**src/inc/itc_pkg.sv**
```systemverilog
package itc_pkg;
  // -----------------------------------------------------------------
  // Sizes and timing
  // -----------------------------------------------------------------
  localparam int NODES      = 17;
  localparam int CHANS      = 8;
  localparam int CHAIN_NODE = 16;
  localparam int EXT_BASE   = 12;
  localparam int EXT_MAX    = 4;
  localparam int RESP_MAX   = 8;
  localparam logic [6:0] TRAP_BASE  = 7'h10;
  localparam logic [6:0] TRAP_CHAIN = 7'h4C;

  // -----------------------------------------------------------------
  // Register fields
  // -----------------------------------------------------------------
  localparam int F_PRIO = 0;
  localparam int F_EN   = 4;
  localparam int F_REQ  = 5;
  localparam int F_XFER = 6;
  localparam int F_CH   = 7;
  localparam int C_CNT  = 0;
  localparam int C_BYTE = 8;
  localparam int C_INCS = 9;
  localparam int C_INCD = 10;
  localparam int C_CONT = 11;

  // -----------------------------------------------------------------
  // Register map
  // -----------------------------------------------------------------
  localparam logic [3:0]  A_NODE_PAGE = 4'h0;
  localparam logic [3:0]  A_CHAN_PAGE = 4'h1;
  localparam logic [1:0]  W_CTRL      = 2'h0;
  localparam logic [1:0]  W_SRC       = 2'h1;
  localparam logic [1:0]  W_DST       = 2'h2;
  localparam logic [11:0] A_EDGE      = 12'h200;
  localparam logic [11:0] A_STAT      = 12'h204;
  localparam logic [11:0] A_CLR       = 12'h208;
  localparam logic [11:0] A_IEN       = 12'h20C;

  typedef enum logic [1:0] {
    EDGE_OFF  = 2'b00,
    EDGE_RISE = 2'b01,
    EDGE_FALL = 2'b10,
    EDGE_BOTH = 2'b11
  } edge_mode_t;

  typedef enum logic [1:0] {
    S_IDLE   = 2'b00,
    S_VECTOR = 2'b01,
    S_STEAL  = 2'b10
  } arb_state_t;

  function automatic logic [6:0] trap_of_node(input logic [4:0] n);
    if (n == 5'(CHAIN_NODE)) begin
      return TRAP_CHAIN;
    end
    return TRAP_BASE + {2'b00, n};
  endfunction

  function automatic logic [15:0] vec_of_trap(input logic [6:0] t);
    return {7'h00, t, 2'b00};
  endfunction
endpackage

```
**src/inc/edge_if.sv**
```systemverilog
`timescale 1ns/1ns
interface edge_if #(parameter int N = 4);
  logic [2*N-1:0] mode;
  logic [N-1:0]   hit;
  modport det (input mode, output hit);
  modport ctl (output mode, input hit);
endinterface

```
**src/core/pin_edge_detect.sv**
```systemverilog
`timescale 1ns/1ns
module pin_edge_detect #(
  parameter int N = 4
) (
  input wire logic         clk,
  input wire logic         rst_n,
  input wire logic [N-1:0] pin,
  edge_if.det              eif
);
  import itc_pkg::*;

  logic [N-1:0] meta_reg;
  logic [N-1:0] sync_reg;
  logic [N-1:0] prev_reg;
  logic [N-1:0] hit_reg;
  logic [N-1:0] hit_next;

  always_ff @(posedge clk or negedge rst_n) begin
    if (!rst_n) begin
      meta_reg <= '0;
      sync_reg <= '0;
      prev_reg <= '0;
    end else begin
      meta_reg <= pin;
      sync_reg <= meta_reg;
      prev_reg <= sync_reg;
    end
  end

  always_comb begin
    hit_next = '0;
    for (int i = 0; i < N; i++) begin
      if (sync_reg[i] && !prev_reg[i] && eif.mode[2*i]) begin
        hit_next[i] = 1'b1;
      end
      if (!sync_reg[i] && prev_reg[i] && eif.mode[2*i+1]) begin
        hit_next[i] = 1'b1;
      end
    end
  end

  always_ff @(posedge clk or negedge rst_n) begin
    if (!rst_n) begin
      hit_reg <= '0;
    end else begin
      hit_reg <= hit_next;
    end
  end

  assign eif.hit = hit_reg;
endmodule

```
**src/core/prioritized_interrupt_and_event_transfer.sv**
```systemverilog
`timescale 1ns/1ns
// -----------------------------------------------------------------
// -----------------------------------------------------------------
module prioritized_interrupt_and_event_transfer #(
  parameter int EXT_N = 4
) (
  input  wire logic                       MCLK,
  input  wire logic                       RST_N,
  input  wire logic                       PSEL,
  input  wire logic                       PENABLE,
  input  wire logic                       PWRITE,
  input  wire logic [11:0]                PADDR,
  input  wire logic [31:0]                PWDATA,
  output wire logic [31:0]                PRDATA,
  output wire logic                       PREADY,
  output wire logic                       PSLVERR,
  input  wire logic [itc_pkg::NODES-1:0]  SRC_REQ,
  input  wire logic [EXT_N-1:0]           EXT_PIN,
  input  wire logic [3:0]                 CPU_LEVEL,
  input  wire logic                       TRAP_REQ,
  input  wire logic [6:0]                 TRAP_NUM,
  output wire logic                       VEC_REQ,
  output wire logic [15:0]                VEC_OFFSET,
  output wire logic [3:0]                 VEC_LEVEL,
  input  wire logic                       VEC_ACK,
  output wire logic                       STEAL_REQ,
  input  wire logic                       STEAL_GNT,
  output wire logic [15:0]                STEAL_SRC,
  output wire logic [15:0]                STEAL_DST,
  output wire logic                       STEAL_BYTE,
  output wire logic                       IRQ
);
  import itc_pkg::*;

  if (EXT_N < 1 || EXT_N > EXT_MAX) begin : g_bad_ext
    $error("EXT_N must lie between 1 and 4.");
  end

  // -----------------------------------------------------------------
  // State
  // -----------------------------------------------------------------
  logic [3:0]       prio_reg [NODES];
  logic [2:0]       chsel_reg [NODES];
  logic [NODES-1:0] en_reg;
  logic [NODES-1:0] req_reg;
  logic [NODES-1:0] req_next;
  logic [NODES-1:0] xfer_reg;
  logic [NODES-1:0] set_req;
  logic [7:0]       cnt_reg [CHANS];
  logic [15:0]      src_reg [CHANS];
  logic [15:0]      dst_reg [CHANS];
  logic [CHANS-1:0] byte_reg;
  logic [CHANS-1:0] incs_reg;
  logic [CHANS-1:0] incd_reg;
  logic [CHANS-1:0] cont_reg;
  logic [CHANS-1:0] stat_reg;
  logic [CHANS-1:0] ien_reg;
  logic [2*EXT_N-1:0] edge_cfg_reg;
  arb_state_t       state_reg;
  logic [4:0]       cur_node_reg;
  logic [2:0]       cur_ch_reg;
  logic             trap_pend_reg;
  logic [6:0]       trap_num_reg;
  logic             vec_sw_reg;
  logic [15:0]      vec_ofs_reg;
  logic [3:0]       vec_lvl_reg;
  logic [31:0]      prdata_reg;
  logic             pslverr_reg;

  // -----------------------------------------------------------------
  // Register bus decode
  // -----------------------------------------------------------------
  logic        wr_en;
  logic        node_hit;
  logic        chan_hit;
  logic [4:0]  node_idx;
  logic [2:0]  chan_idx;
  logic [31:0] rd_data;
  logic        rd_err;

  assign wr_en    = PSEL && PENABLE && PWRITE;
  assign node_idx = PADDR[6:2];
  assign chan_idx = PADDR[6:4];
  assign node_hit = (PADDR[11:8] == A_NODE_PAGE) && (PADDR[1:0] == 2'b00)
                    && (PADDR[7:2] < 6'(NODES));
  assign chan_hit = (PADDR[11:8] == A_CHAN_PAGE) && (PADDR[1:0] == 2'b00)
                    && !PADDR[7] && (PADDR[3:2] != 2'b11);

  always_comb begin
    rd_data = '0;
    rd_err  = 1'b0;
    if (node_hit) begin
      rd_data[F_PRIO +: 4] = prio_reg[node_idx];
      rd_data[F_EN]        = en_reg[node_idx];
      rd_data[F_REQ]       = req_reg[node_idx];
      rd_data[F_XFER]      = xfer_reg[node_idx];
      rd_data[F_CH +: 3]   = chsel_reg[node_idx];
    end else if (chan_hit) begin
      if (PADDR[3:2] == W_CTRL) begin
        rd_data[C_CNT +: 8] = cnt_reg[chan_idx];
        rd_data[C_BYTE]     = byte_reg[chan_idx];
        rd_data[C_INCS]     = incs_reg[chan_idx];
        rd_data[C_INCD]     = incd_reg[chan_idx];
        rd_data[C_CONT]     = cont_reg[chan_idx];
      end else if (PADDR[3:2] == W_SRC) begin
        rd_data[15:0] = src_reg[chan_idx];
      end else begin
        rd_data[15:0] = dst_reg[chan_idx];
      end
    end else if (PADDR == A_EDGE) begin
      rd_data[2*EXT_N-1:0] = edge_cfg_reg;
    end else if (PADDR == A_STAT) begin
      rd_data[CHANS-1:0] = stat_reg;
    end else if (PADDR == A_IEN) begin
      rd_data[CHANS-1:0] = ien_reg;
    end else if (PADDR != A_CLR) begin
      rd_err = 1'b1;
    end
  end

  // Read data is captured in the setup cycle so that it leaves a flip-flop.
  always_ff @(posedge MCLK or negedge RST_N) begin
    if (!RST_N) begin
      prdata_reg  <= '0;
      pslverr_reg <= 1'b0;
    end else if (PSEL && !PENABLE) begin
      prdata_reg  <= PWRITE ? 32'h0000_0000 : rd_data;
      pslverr_reg <= rd_err;
    end
  end

  assign PRDATA  = prdata_reg;
  assign PREADY  = 1'b1;
  assign PSLVERR = pslverr_reg;

  // -----------------------------------------------------------------
  // External edge inputs
  // -----------------------------------------------------------------
  edge_if #(.N(EXT_N)) eif ();
  assign eif.mode = edge_cfg_reg;

  pin_edge_detect #(.N(EXT_N)) u_edge (
    .clk   (MCLK),
    .rst_n (RST_N),
    .pin   (EXT_PIN),
    .eif   (eif)
  );

  always_ff @(posedge MCLK or negedge RST_N) begin
    if (!RST_N) begin
      edge_cfg_reg <= '0;
    end else if (wr_en && PADDR == A_EDGE) begin
      edge_cfg_reg <= PWDATA[2*EXT_N-1:0];
    end
  end

  // -----------------------------------------------------------------
  // Arbitration
  // -----------------------------------------------------------------
  logic       win_vld;
  logic [4:0] win_idx;
  logic [3:0] win_prio;
  logic       steal_done;
  logic       cnt_last;
  logic [7:0] cur_cnt;
  logic [15:0] cur_src;
  logic [15:0] step;

  always_comb begin
    win_vld  = 1'b0;
    win_idx  = '0;
    win_prio = '0;
    for (int i = 0; i < NODES; i++) begin
      if (req_reg[i] && en_reg[i] && prio_reg[i] > CPU_LEVEL
          && (!win_vld || prio_reg[i] > win_prio)) begin
        win_vld  = 1'b1;
        win_idx  = 5'(i);
        win_prio = prio_reg[i];
      end
    end
  end

  assign cur_cnt    = cnt_reg[cur_ch_reg];
  assign cur_src    = src_reg[cur_ch_reg];
  assign step       = byte_reg[cur_ch_reg] ? 16'h0001 : 16'h0002;
  assign steal_done = (state_reg == S_STEAL) && STEAL_GNT;
  assign cnt_last   = !cont_reg[cur_ch_reg] && (cur_cnt == 8'h01);

  always_ff @(posedge MCLK or negedge RST_N) begin
    if (!RST_N) begin
      state_reg    <= S_IDLE;
      cur_node_reg <= '0;
      cur_ch_reg   <= '0;
      vec_sw_reg   <= 1'b0;
      vec_ofs_reg  <= '0;
      vec_lvl_reg  <= '0;
    end else begin
      unique case (state_reg)
        S_IDLE: begin
          if (trap_pend_reg) begin
            vec_ofs_reg <= vec_of_trap(trap_num_reg);
            vec_sw_reg  <= 1'b1;
            vec_lvl_reg <= CPU_LEVEL;
            state_reg   <= S_VECTOR;
          end else if (win_vld) begin
            cur_node_reg <= win_idx;
            cur_ch_reg   <= chsel_reg[win_idx];
            if (xfer_reg[win_idx] && cnt_reg[chsel_reg[win_idx]] != 8'h00) begin
              state_reg <= S_STEAL;
            end else begin
              vec_ofs_reg <= vec_of_trap(trap_of_node(win_idx));
              vec_sw_reg  <= 1'b0;
              vec_lvl_reg <= win_prio;
              state_reg   <= S_VECTOR;
            end
          end
        end
        S_VECTOR: begin
          if (VEC_ACK) begin
            state_reg <= S_IDLE;
          end
        end
        S_STEAL: begin
          if (STEAL_GNT) begin
            state_reg <= S_IDLE;
          end
        end
        default: begin
          state_reg <= S_IDLE;
        end
      endcase
    end
  end

  // A second trap before the first is vectored overwrites it; the core issues one at a time.
  always_ff @(posedge MCLK or negedge RST_N) begin
    if (!RST_N) begin
      trap_pend_reg <= 1'b0;
      trap_num_reg  <= '0;
    end else if (TRAP_REQ) begin
      trap_pend_reg <= 1'b1;
      trap_num_reg  <= TRAP_NUM;
    end else if (state_reg == S_IDLE) begin
      trap_pend_reg <= 1'b0;
    end
  end

  // -----------------------------------------------------------------
  // Node control
  // -----------------------------------------------------------------
  always_comb begin
    set_req = SRC_REQ;
    for (int i = 0; i < EXT_N; i++) begin
      set_req[EXT_BASE+i] = set_req[EXT_BASE+i] | eif.hit[i];
    end
    set_req[CHAIN_NODE] = set_req[CHAIN_NODE] | (steal_done && cnt_last);
  end

  // Hardware sets win over a clear in the same cycle so no event is lost.
  always_comb begin
    for (int i = 0; i < NODES; i++) begin
      req_next[i] = req_reg[i];
      if (wr_en && node_hit && node_idx == 5'(i)) begin
        req_next[i] = PWDATA[F_REQ];
      end
      if (state_reg == S_VECTOR && VEC_ACK && !vec_sw_reg && cur_node_reg == 5'(i)) begin
        req_next[i] = 1'b0;
      end
      if (steal_done && !cnt_last && cur_node_reg == 5'(i)) begin
        req_next[i] = 1'b0;
      end
      if (set_req[i]) begin
        req_next[i] = 1'b1;
      end
    end
  end

  always_ff @(posedge MCLK or negedge RST_N) begin
    if (!RST_N) begin
      req_reg  <= '0;
      en_reg   <= '0;
      xfer_reg <= '0;
      for (int i = 0; i < NODES; i++) begin
        prio_reg[i]  <= '0;
        chsel_reg[i] <= '0;
      end
    end else begin
      req_reg <= req_next;
      if (wr_en && node_hit) begin
        prio_reg[node_idx]  <= PWDATA[F_PRIO +: 4];
        en_reg[node_idx]    <= PWDATA[F_EN];
        xfer_reg[node_idx]  <= PWDATA[F_XFER];
        chsel_reg[node_idx] <= PWDATA[F_CH +: 3];
      end
    end
  end

  // -----------------------------------------------------------------
  // Event transfer channels
  // -----------------------------------------------------------------
  always_ff @(posedge MCLK or negedge RST_N) begin
    if (!RST_N) begin
      byte_reg <= '0;
      incs_reg <= '0;
      incd_reg <= '0;
      cont_reg <= '0;
      for (int c = 0; c < CHANS; c++) begin
        cnt_reg[c] <= '0;
        src_reg[c] <= '0;
        dst_reg[c] <= '0;
      end
    end else if (steal_done) begin
      if (incs_reg[cur_ch_reg]) begin
        src_reg[cur_ch_reg] <= cur_src + step;
      end
      if (incd_reg[cur_ch_reg]) begin
        dst_reg[cur_ch_reg] <= dst_reg[cur_ch_reg] + step;
      end
      if (!cont_reg[cur_ch_reg]) begin
        cnt_reg[cur_ch_reg] <= cur_cnt - 8'h01;
      end
    end else if (wr_en && chan_hit) begin
      if (PADDR[3:2] == W_CTRL) begin
        cnt_reg[chan_idx]  <= PWDATA[C_CNT +: 8];
        byte_reg[chan_idx] <= PWDATA[C_BYTE];
        incs_reg[chan_idx] <= PWDATA[C_INCS];
        incd_reg[chan_idx] <= PWDATA[C_INCD];
        cont_reg[chan_idx] <= PWDATA[C_CONT];
      end else if (PADDR[3:2] == W_SRC) begin
        src_reg[chan_idx] <= PWDATA[15:0];
      end else begin
        dst_reg[chan_idx] <= PWDATA[15:0];
      end
    end
  end

  assign VEC_REQ    = (state_reg == S_VECTOR);
  assign VEC_OFFSET = vec_ofs_reg;
  assign VEC_LEVEL  = vec_lvl_reg;
  assign STEAL_REQ  = (state_reg == S_STEAL);
  assign STEAL_SRC  = cur_src;
  assign STEAL_DST  = dst_reg[cur_ch_reg];
  assign STEAL_BYTE = byte_reg[cur_ch_reg];

  // -----------------------------------------------------------------
  // Channel completion interrupt
  // -----------------------------------------------------------------
  always_ff @(posedge MCLK or negedge RST_N) begin
    if (!RST_N) begin
      stat_reg <= '0;
      ien_reg  <= '0;
    end else begin
      for (int c = 0; c < CHANS; c++) begin
        if (steal_done && cnt_last && cur_ch_reg == 3'(c)) begin
          stat_reg[c] <= 1'b1;
        end else if (wr_en && PADDR == A_CLR && PWDATA[c]) begin
          stat_reg[c] <= 1'b0;
        end
      end
      if (wr_en && PADDR == A_IEN) begin
        ien_reg <= PWDATA[CHANS-1:0];
      end
    end
  end

  assign IRQ = |(stat_reg & ien_reg);
endmodule

```
**config.mk**
```make
export PLATFORM = sky130hd
export DESIGN_NAME = prioritized_interrupt_and_event_transfer
export DESIGN_NICKNAME = d
export VERILOG_FILES = /design/src/inc/itc_pkg.sv /design/src/inc/edge_if.sv /design/src/core/pin_edge_detect.sv /design/src/core/prioritized_interrupt_and_event_transfer.sv
export SDC_FILE = /design/constraint.sdc
export NUM_CORES = 2
export LEC_CHECK = 0
export BUFFER_PORTS_ARGS = -buffer_cell sky130_fd_sc_hd__buf_2
export CORE_UTILIZATION = 40
export CTS_CLUSTER_SIZE = 40
export DETAILED_ROUTE_END_ITERATION = 10
export HOLD_SLACK_MARGIN = 0.08
export SLEW_MARGIN = 5
export SYNTH_ARGS = -nofsm -noshare
export SYNTH_HDL_FRONTEND = slang
export SYNTH_HIERARCHICAL = 1
export SYNTH_SLANG_ARGS = --single-unit
```
**constraint.sdc**
```tcl
create_clock -name MCLK -period 32.4 [get_ports MCLK]
set_input_delay 4.86 -clock MCLK [delete_from_list [all_inputs] [get_ports MCLK]]
set_output_delay 4.86 -clock MCLK [all_outputs]
set_load 0.01 [all_outputs]
```
# == Word-level counts from Yosys, hierarchy flattened ==
# Index checks and enable logic that the tools add are counted.
# totals
inputBits,84
elab_cells,761
output_inout_bits,90
regBits,634
# op_classes
bitwise_logic,13
n_mux,282
order_cmp,48
addsub,4
eq_ne,60
reduce_logical,249
# ops
operator,count
$mux W128,10
$bwmux W128,4
$mux W64,4
$mux W16,15
$bmux W16 S3,4
$logic_and A1 B1 Y1,158
$mux W1,140
$gt A4 B4 Y1,33
$bwmux W64,2
$mux W8,13
$demux W16 S3,2
$mux W4,24
$eq A5 B4 Y1 const B,16
$mux W5,15
$bmux W8 S3,3
$bwmux W68,1
$reduce_bool A4 Y1,17
$bwmux W51,1
$demux W8 S3,2
$eq A12 B10 Y1 const B,4
$eq A5 B3 Y1 const B,8
$bwmux W17,2
$add A16 B2 Y16,2
$bwmux W8,4
56 further kinds,172

# == Longest topological paths before layout ==
# depth
ltp_word,85
mapped_depth,157
mapped_depth_nobuf,151

# == By module ==
# Netlist, hierarchy kept.
# modules_own_cells
mod,instances,seq_area_each_um2,area_per_inst_um2,cells_per_inst
prioritized_interrupt_and_event_transfer,1,14839.2,37577.3,3653
pin_edge_detect,1,400.4,480.5,28

# == Worst setup path before layout ==
# OpenSTA, ideal clock, no wires.
# synth_path
path_kind,input port to flip-flop
startpoint,input CPU_LEVEL[3]
endpoint,register vec_lvl_reg[0] (netlist: VEC_LEVEL[0])
path_buffers,5
required_time_ns,32.275
path_stages,143
slack_ns,1.536
setup_ns,0.125
arrival_ns,30.739
cell_sequence,inv_1 -> ha_1 -> nand4_1 -> nand3_1 -> a21oi_1 -> nand2_1 -> ha_1 -> nor2b_1 -> o211ai_1 -> a21oi_1 -> a21oi_2 -> a22o_1 -> inv_1 -> ha_1 -> nor2b_1 -> o21ai_0 -> a21oi_1 -> a21oi_1 -> (+107 left out) -> mux2_2 -> ha_1 -> nor2b_1 -> o21ai_0 -> nand2b_1 -> a21oi_1 -> a41o_1 -> a21oi_1 -> a41o_1 -> nand4b_1 -> nor4bb_1 -> a31o_1 -> buf_6 -> mux2i_1 -> mux2i_1 -> a221oi_2 -> buf_6 -> mux2_4
# synth_via
elab_chain_cells,79
elab_cells_between_ends,166
cone_classes,order compare (33); eq/ne (1); mux (61); bitwise (2); reduce/logical (69)
# synth_rtl
element,line_no,text
from (decl),prioritized_interrupt_and_event_transfer.sv:19,"input wire logic [3:0] CPU_LEVEL,"
$gt A4 B4 Y1,prioritized_interrupt_and_event_transfer.sv:174,if (req_reg[i] && en_reg[i] && prio_reg[i] > CPU_LEVEL
$logic_and A1 B1 Y1,prioritized_interrupt_and_event_transfer.sv:174,
$mux W4 or $mux W1 (tied branches),prioritized_interrupt_and_event_transfer.sv:174,
$gt A4 B4 Y1 or $logic_not A1 Y1 (tied branches),prioritized_interrupt_and_event_transfer.sv:175,&& (!win_vld || prio_reg[i] > win_prio)) begin
$logic_or A1 B1 Y1,prioritized_interrupt_and_event_transfer.sv:175,
$logic_and A1 B1 Y1,prioritized_interrupt_and_event_transfer.sv:175,
$mux W4 or $mux W1 (tied branches),prioritized_interrupt_and_event_transfer.sv:174,
$gt A4 B4 Y1 or $logic_not A1 Y1 (tied branches),prioritized_interrupt_and_event_transfer.sv:175,
(+61 left out),--,
$mux W3 (not written as such) (2 in a row),prioritized_interrupt_and_event_transfer.sv:208,if (xfer_reg[win_idx] && cnt_reg[chsel_reg[win_idx]] != 8'h00) begin
$not A3 Y4 (not written as such),prioritized_interrupt_and_event_transfer.sv:208,
$bmux W8 S3,prioritized_interrupt_and_event_transfer.sv:208,
$mux W8 (not written as such) (2 in a row),prioritized_interrupt_and_event_transfer.sv:208,
$reduce_bool A8 Y1,prioritized_interrupt_and_event_transfer.sv:208,
$logic_and A1 B1 Y1,prioritized_interrupt_and_event_transfer.sv:208,
$ne A2 B2 Y1 (no line),--,
$reduce_and A3 Y1 (no line),--,
to (signal assigned),prioritized_interrupt_and_event_transfer.sv:213,vec_lvl_reg <= win_prio;
to (decl),prioritized_interrupt_and_event_transfer.sv:66,logic [3:0] vec_lvl_reg;
# Parallel ways exist; a longest one is shown, timed or not. The select of a mux whose other input is x is not followed.
# A chain may end at the register's enable or synchronous reset.

# == Final worst setup path ==
# layout_path
startpoint,input CPU_LEVEL[2]
endpoint,register vec_ofs_reg[8] (netlist: VEC_OFFSET[8])
# layout_via
elab_chain_cells,79
elab_cells_between_ends,172
cone_classes,order compare (33); eq/ne (2); mux (66); bitwise (2); reduce/logical (69)
# layout_rtl
element,line_no,text
$gt A4 B4 Y1,prioritized_interrupt_and_event_transfer.sv:174,
$logic_and A1 B1 Y1,prioritized_interrupt_and_event_transfer.sv:174,
$mux W4 or $mux W1 (tied branches),prioritized_interrupt_and_event_transfer.sv:174,
$gt A4 B4 Y1 or $logic_not A1 Y1 (tied branches),prioritized_interrupt_and_event_transfer.sv:175,
$logic_or A1 B1 Y1,prioritized_interrupt_and_event_transfer.sv:175,
$logic_and A1 B1 Y1,prioritized_interrupt_and_event_transfer.sv:175,
$mux W4 or $mux W1 (tied branches),prioritized_interrupt_and_event_transfer.sv:174,
$gt A4 B4 Y1 or $logic_not A1 Y1 (tied branches),prioritized_interrupt_and_event_transfer.sv:175,
(+61 left out),--,
$mux W3 (not written as such) (2 in a row),prioritized_interrupt_and_event_transfer.sv:208,
$not A3 Y4 (not written as such),prioritized_interrupt_and_event_transfer.sv:208,
$bmux W8 S3,prioritized_interrupt_and_event_transfer.sv:208,
$mux W8 (not written as such) (2 in a row),prioritized_interrupt_and_event_transfer.sv:208,
$reduce_bool A8 Y1,prioritized_interrupt_and_event_transfer.sv:208,
$logic_and A1 B1 Y1,prioritized_interrupt_and_event_transfer.sv:208,
$ne A2 B2 Y1 (no line),--,
$reduce_and A3 Y1 (no line),--,
to (signal assigned),prioritized_interrupt_and_event_transfer.sv:201,vec_ofs_reg <= vec_of_trap(trap_num_reg);
to (signal assigned),prioritized_interrupt_and_event_transfer.sv:211,vec_ofs_reg <= vec_of_trap(trap_of_node(win_idx));
to (decl),prioritized_interrupt_and_event_transfer.sv:65,logic [15:0] vec_ofs_reg;
# Parallel ways exist; a longest one is shown, timed or not. The select of a mux whose other input is x is not followed.

==> results.sh <==
export IMPL_synth_edf_count=0
export IMPL_post_route_min_period_ps=30750
export IMPL_antenna_found_initial=11
export IMPL_p_total_mw=1.795
export IMPL_clk_latency_ps=650
export IMPL_seq_area_frac_synth_pct=40.04
export IMPL_cts_hold_buf=0
export IMPL_post_route_util_pct=46.15
export IMPL_worstPathRequired_ps=32900
export IMPL_critical_path_endpoint="VEC_OFFSET[8]"
export IMPL_clock_skew_ps=34.60
export IMPL_first_pass_iters=8
export IMPL_reg2regPathDepth=140
export IMPL_ant_nets=0
export IMPL_final_area_um2=43260
export IMPL_grt_max_degree=87
export IMPL_cts_num_sinks=609
export IMPL_grt_met1_usage_pct=43.47
export IMPL_start_kind="input port"
export IMPL_drive_above_1_share_pct=23.77
export IMPL_dp_hpwl_mm=100.7
export IMPL_rr_endpoint="VEC_OFFSET[8]"
export IMPL_wirelength_mm=155.2
export IMPL_arrival_ps=31260
export IMPL_numCtsBuffers=72
export IMPL_final_seq_area_um2=15250
export IMPL_fill_cells=8829
export IMPL_nets=3985
export IMPL_port_buffers=131
export IMPL_hold_violations=0
export IMPL_place_gp_congestion=0.9515
export IMPL_status="finished, final reports clean"
export IMPL_rrSetupSlack_ps=5650
export IMPL_area_delta_synth_final_pct=13.68
export IMPL_yosys_warnings=6
export IMPL_avgViaCountPerCell=6.780
export IMPL_grt_busiest_layer="met2"
export IMPL_slowest_delay_ps=410
export IMPL_postPlaceCellArea_um2=40510
export IMPL_die_area_um2=96380
export IMPL_synth_avg_cell_area_um2=10.34
export IMPL_initial_core_util_pct=40.59
export IMPL_multi_input_area_um2=21770
export IMPL_wire_per_inst_um=30.55
export IMPL_clk_pin_slew_worst_paths_ps=50
export IMPL_finalCritPeriodShare_pct=94.91
export IMPL_use_met2_pct=46.73
export IMPL_p_per_area_nw_per_um2=41.50
export IMPL_dp_cells=4933
export IMPL_io_pins=174
export IMPL_dr_first_iter_drc_count=4224
export IMPL_syn_inst=3681
export IMPL_rr_startpoint="prio_reg[67]"
export IMPL_maxCapViolCount=0
export IMPL_crit_slowest_cell="mux2_2"
export IMPL_async_flop_share_pct=100.0
export IMPL_grt_pass1_vias=33360
export IMPL_slew_viol_final=0
export IMPL_worst_path_most_repeated_cell="ha_1"
export IMPL_max_slew_margin_rel_pct=7.309
export IMPL_setup_viol=0
export IMPL_grt_first_pass_wirelength_mm=226.7
export IMPL_tightest_slew_ps=1381
export IMPL_yosysUniqueCellTypes=103
export IMPL_cts_tree="built"
export IMPL_worstSetupPathType="input port to flip-flop"
export IMPL_root_buffer="clkbuf_16"
export IMPL_hold_class="flip-flop to flip-flop"
export IMPL_synth_ff_type="dfrtp_1"
export IMPL_netlist_area_um2=38060
export IMPL_drc=0
export IMPL_clockBufferDepth=3
export IMPL_routed_via_count=34440
export IMPL_synth_seq_cells=609
export IMPL_core_area_um2=93750
export IMPL_startpoint="CPU_LEVEL[2]"
export IMPL_grtUsageTotal_pct=32.07
export IMPL_worstSetupEndpointType="flip-flop"
export IMPL_finalNonFillerCells=5080
export IMPL_max_freq_ghz=0.03252
export IMPL_die_x_um=310.5
export IMPL_peakVddDrop_mv=0.04067
export IMPL_grt_remaining_overflow=0
export IMPL_die_y_um=310.5
export IMPL_crit_fanout=6
export IMPL_placementRows=112
export IMPL_p_leak_nw=18.79
export IMPL_grt_use_met3_pct=8.248
export IMPL_htreeDepth=3
cells by family after synthesis:
group	share of synthesized area (%)
AO/OA/AOI/OAI	23.69
other	0.01973
multiplexers	17.72
AND/OR/NAND/NOR	8.867
adder cells (fa/ha/maj)	4.442
flip-flops	40.04
XOR/XNOR	0.7595
buffers and inverters	4.455
per-layer routing:
metal	vias up	share of wire, %
met1	17340	40
met5	-	0.046
met3	564	12
met2	2263	43
li1	14270	-
met4	12	5.9
worst max-delay path: cells and delay by family:
| family | cells | cell delay [ps] |
|---|---|---|
| multiplexers | 14 | 4510 |
| adder cells (fa/ha/maj) | 18 | 5100 |
| AND/OR/NAND/NOR | 29 | 3740 |
| AO/OA/AOI/OAI | 68 | 11380 |
| buffers and inverters | 14 | 1620 |
power breakdown:
part | switching (mW) | internal [mW] | leakage, nW
combinational | 0.120 | 0.0591 | 9.45
clock | 0.348 | 0.486 | 1.16
sequential | 0.00941 | 0.773 | 8.19
total | 0.477 | 1.32 | 18.8
metrics by stage:
step                      setup TNS, ps  worst slack, ps  hold WS [ps]
after floorplan                       0             1536         331.2
after global placement           -958.4           -118.5         337.2
after detailed placement          -5174           -439.5         338.7
after CTS                             0            85.55         351.4
after global routing             -840.5           -98.14         360.7
final                                 0             1649         347.2
cell usage after synthesis (69+ instances only):
| cell type | number | area [µm²] |
|---|---|---|
| dfrtp_1 | 609 | 15240 |
| o21ai_0 | 422 | 2112 |
| nand2_1 | 333 | 1250 |
| a22o_1 | 314 | 2750 |
| mux2_2 | 230 | 2590 |
| clkbuf_1 | 213 | 799.5 |
| ha_1 | 131 | 1639 |
| mux4_2 | 129 | 2905 |
| mux2i_1 | 109 | 1091 |
| inv_1 | 108 | 405.4 |
| nor2_1 | 98 | 367.9 |
| o22ai_1 | 98 | 613.1 |
| a21oi_1 | 86 | 430.4 |
| a22oi_1 | 69 | 518.0 |
area by class of cell:
| cell class | count | area share, % |
|---|---|---|
| inverter | 109 | 0.9457 |
| tap | 1254 | 3.627 |
| multi-input combinational | 2685 | 50.32 |
| antenna | 6 | 0.03470 |
| clock buffer | 104 | 4.815 |
| sequential | 609 | 35.25 |
| timing repair buffer | 291 | 4.425 |
| clock inverter | 22 | 0.5871 |
placed cells by master (no fill, tap or decap), types with 39 or more instances in the layout:
cell type,count
inv_1,108
o21ai_0,414
buf_2,128
dfrtp_1,606
a21oi_1,74
mux2_2,230
clkbuf_16,74
o22ai_1,96
ha_1,131
nand2_1,331
a22oi_1,69
mux4_2,129
a22o_1,314
buf_4,159
nor2_1,86
mux2i_1,99
o21a_1,39
nand4_1,43
worst min path at each step:
stage                       start                 end  slack (ps)  cells after the start
6_report       u_edge/meta_reg[2]  u_edge/sync_reg[2]         350                      0
5_1_grt        u_edge/meta_reg[3]  u_edge/sync_reg[3]         360                      0
4_1_cts        u_edge/meta_reg[2]  u_edge/sync_reg[2]         350                      0
3_5_place_dp   u_edge/meta_reg[2]  u_edge/sync_reg[2]         340                      0
3_3_place_gp   u_edge/meta_reg[1]  u_edge/sync_reg[1]         340                      0
2_1_floorplan  u_edge/meta_reg[0]  u_edge/sync_reg[0]         330                      0
timing repair:
action                     CTS  global route
gates resized for setup      0            66
setup endpoints to repair    0            22
buffers inserted             0            14
hold endpoints to repair     0             0
No activity file was read; power rests on OpenSTA's default activity.
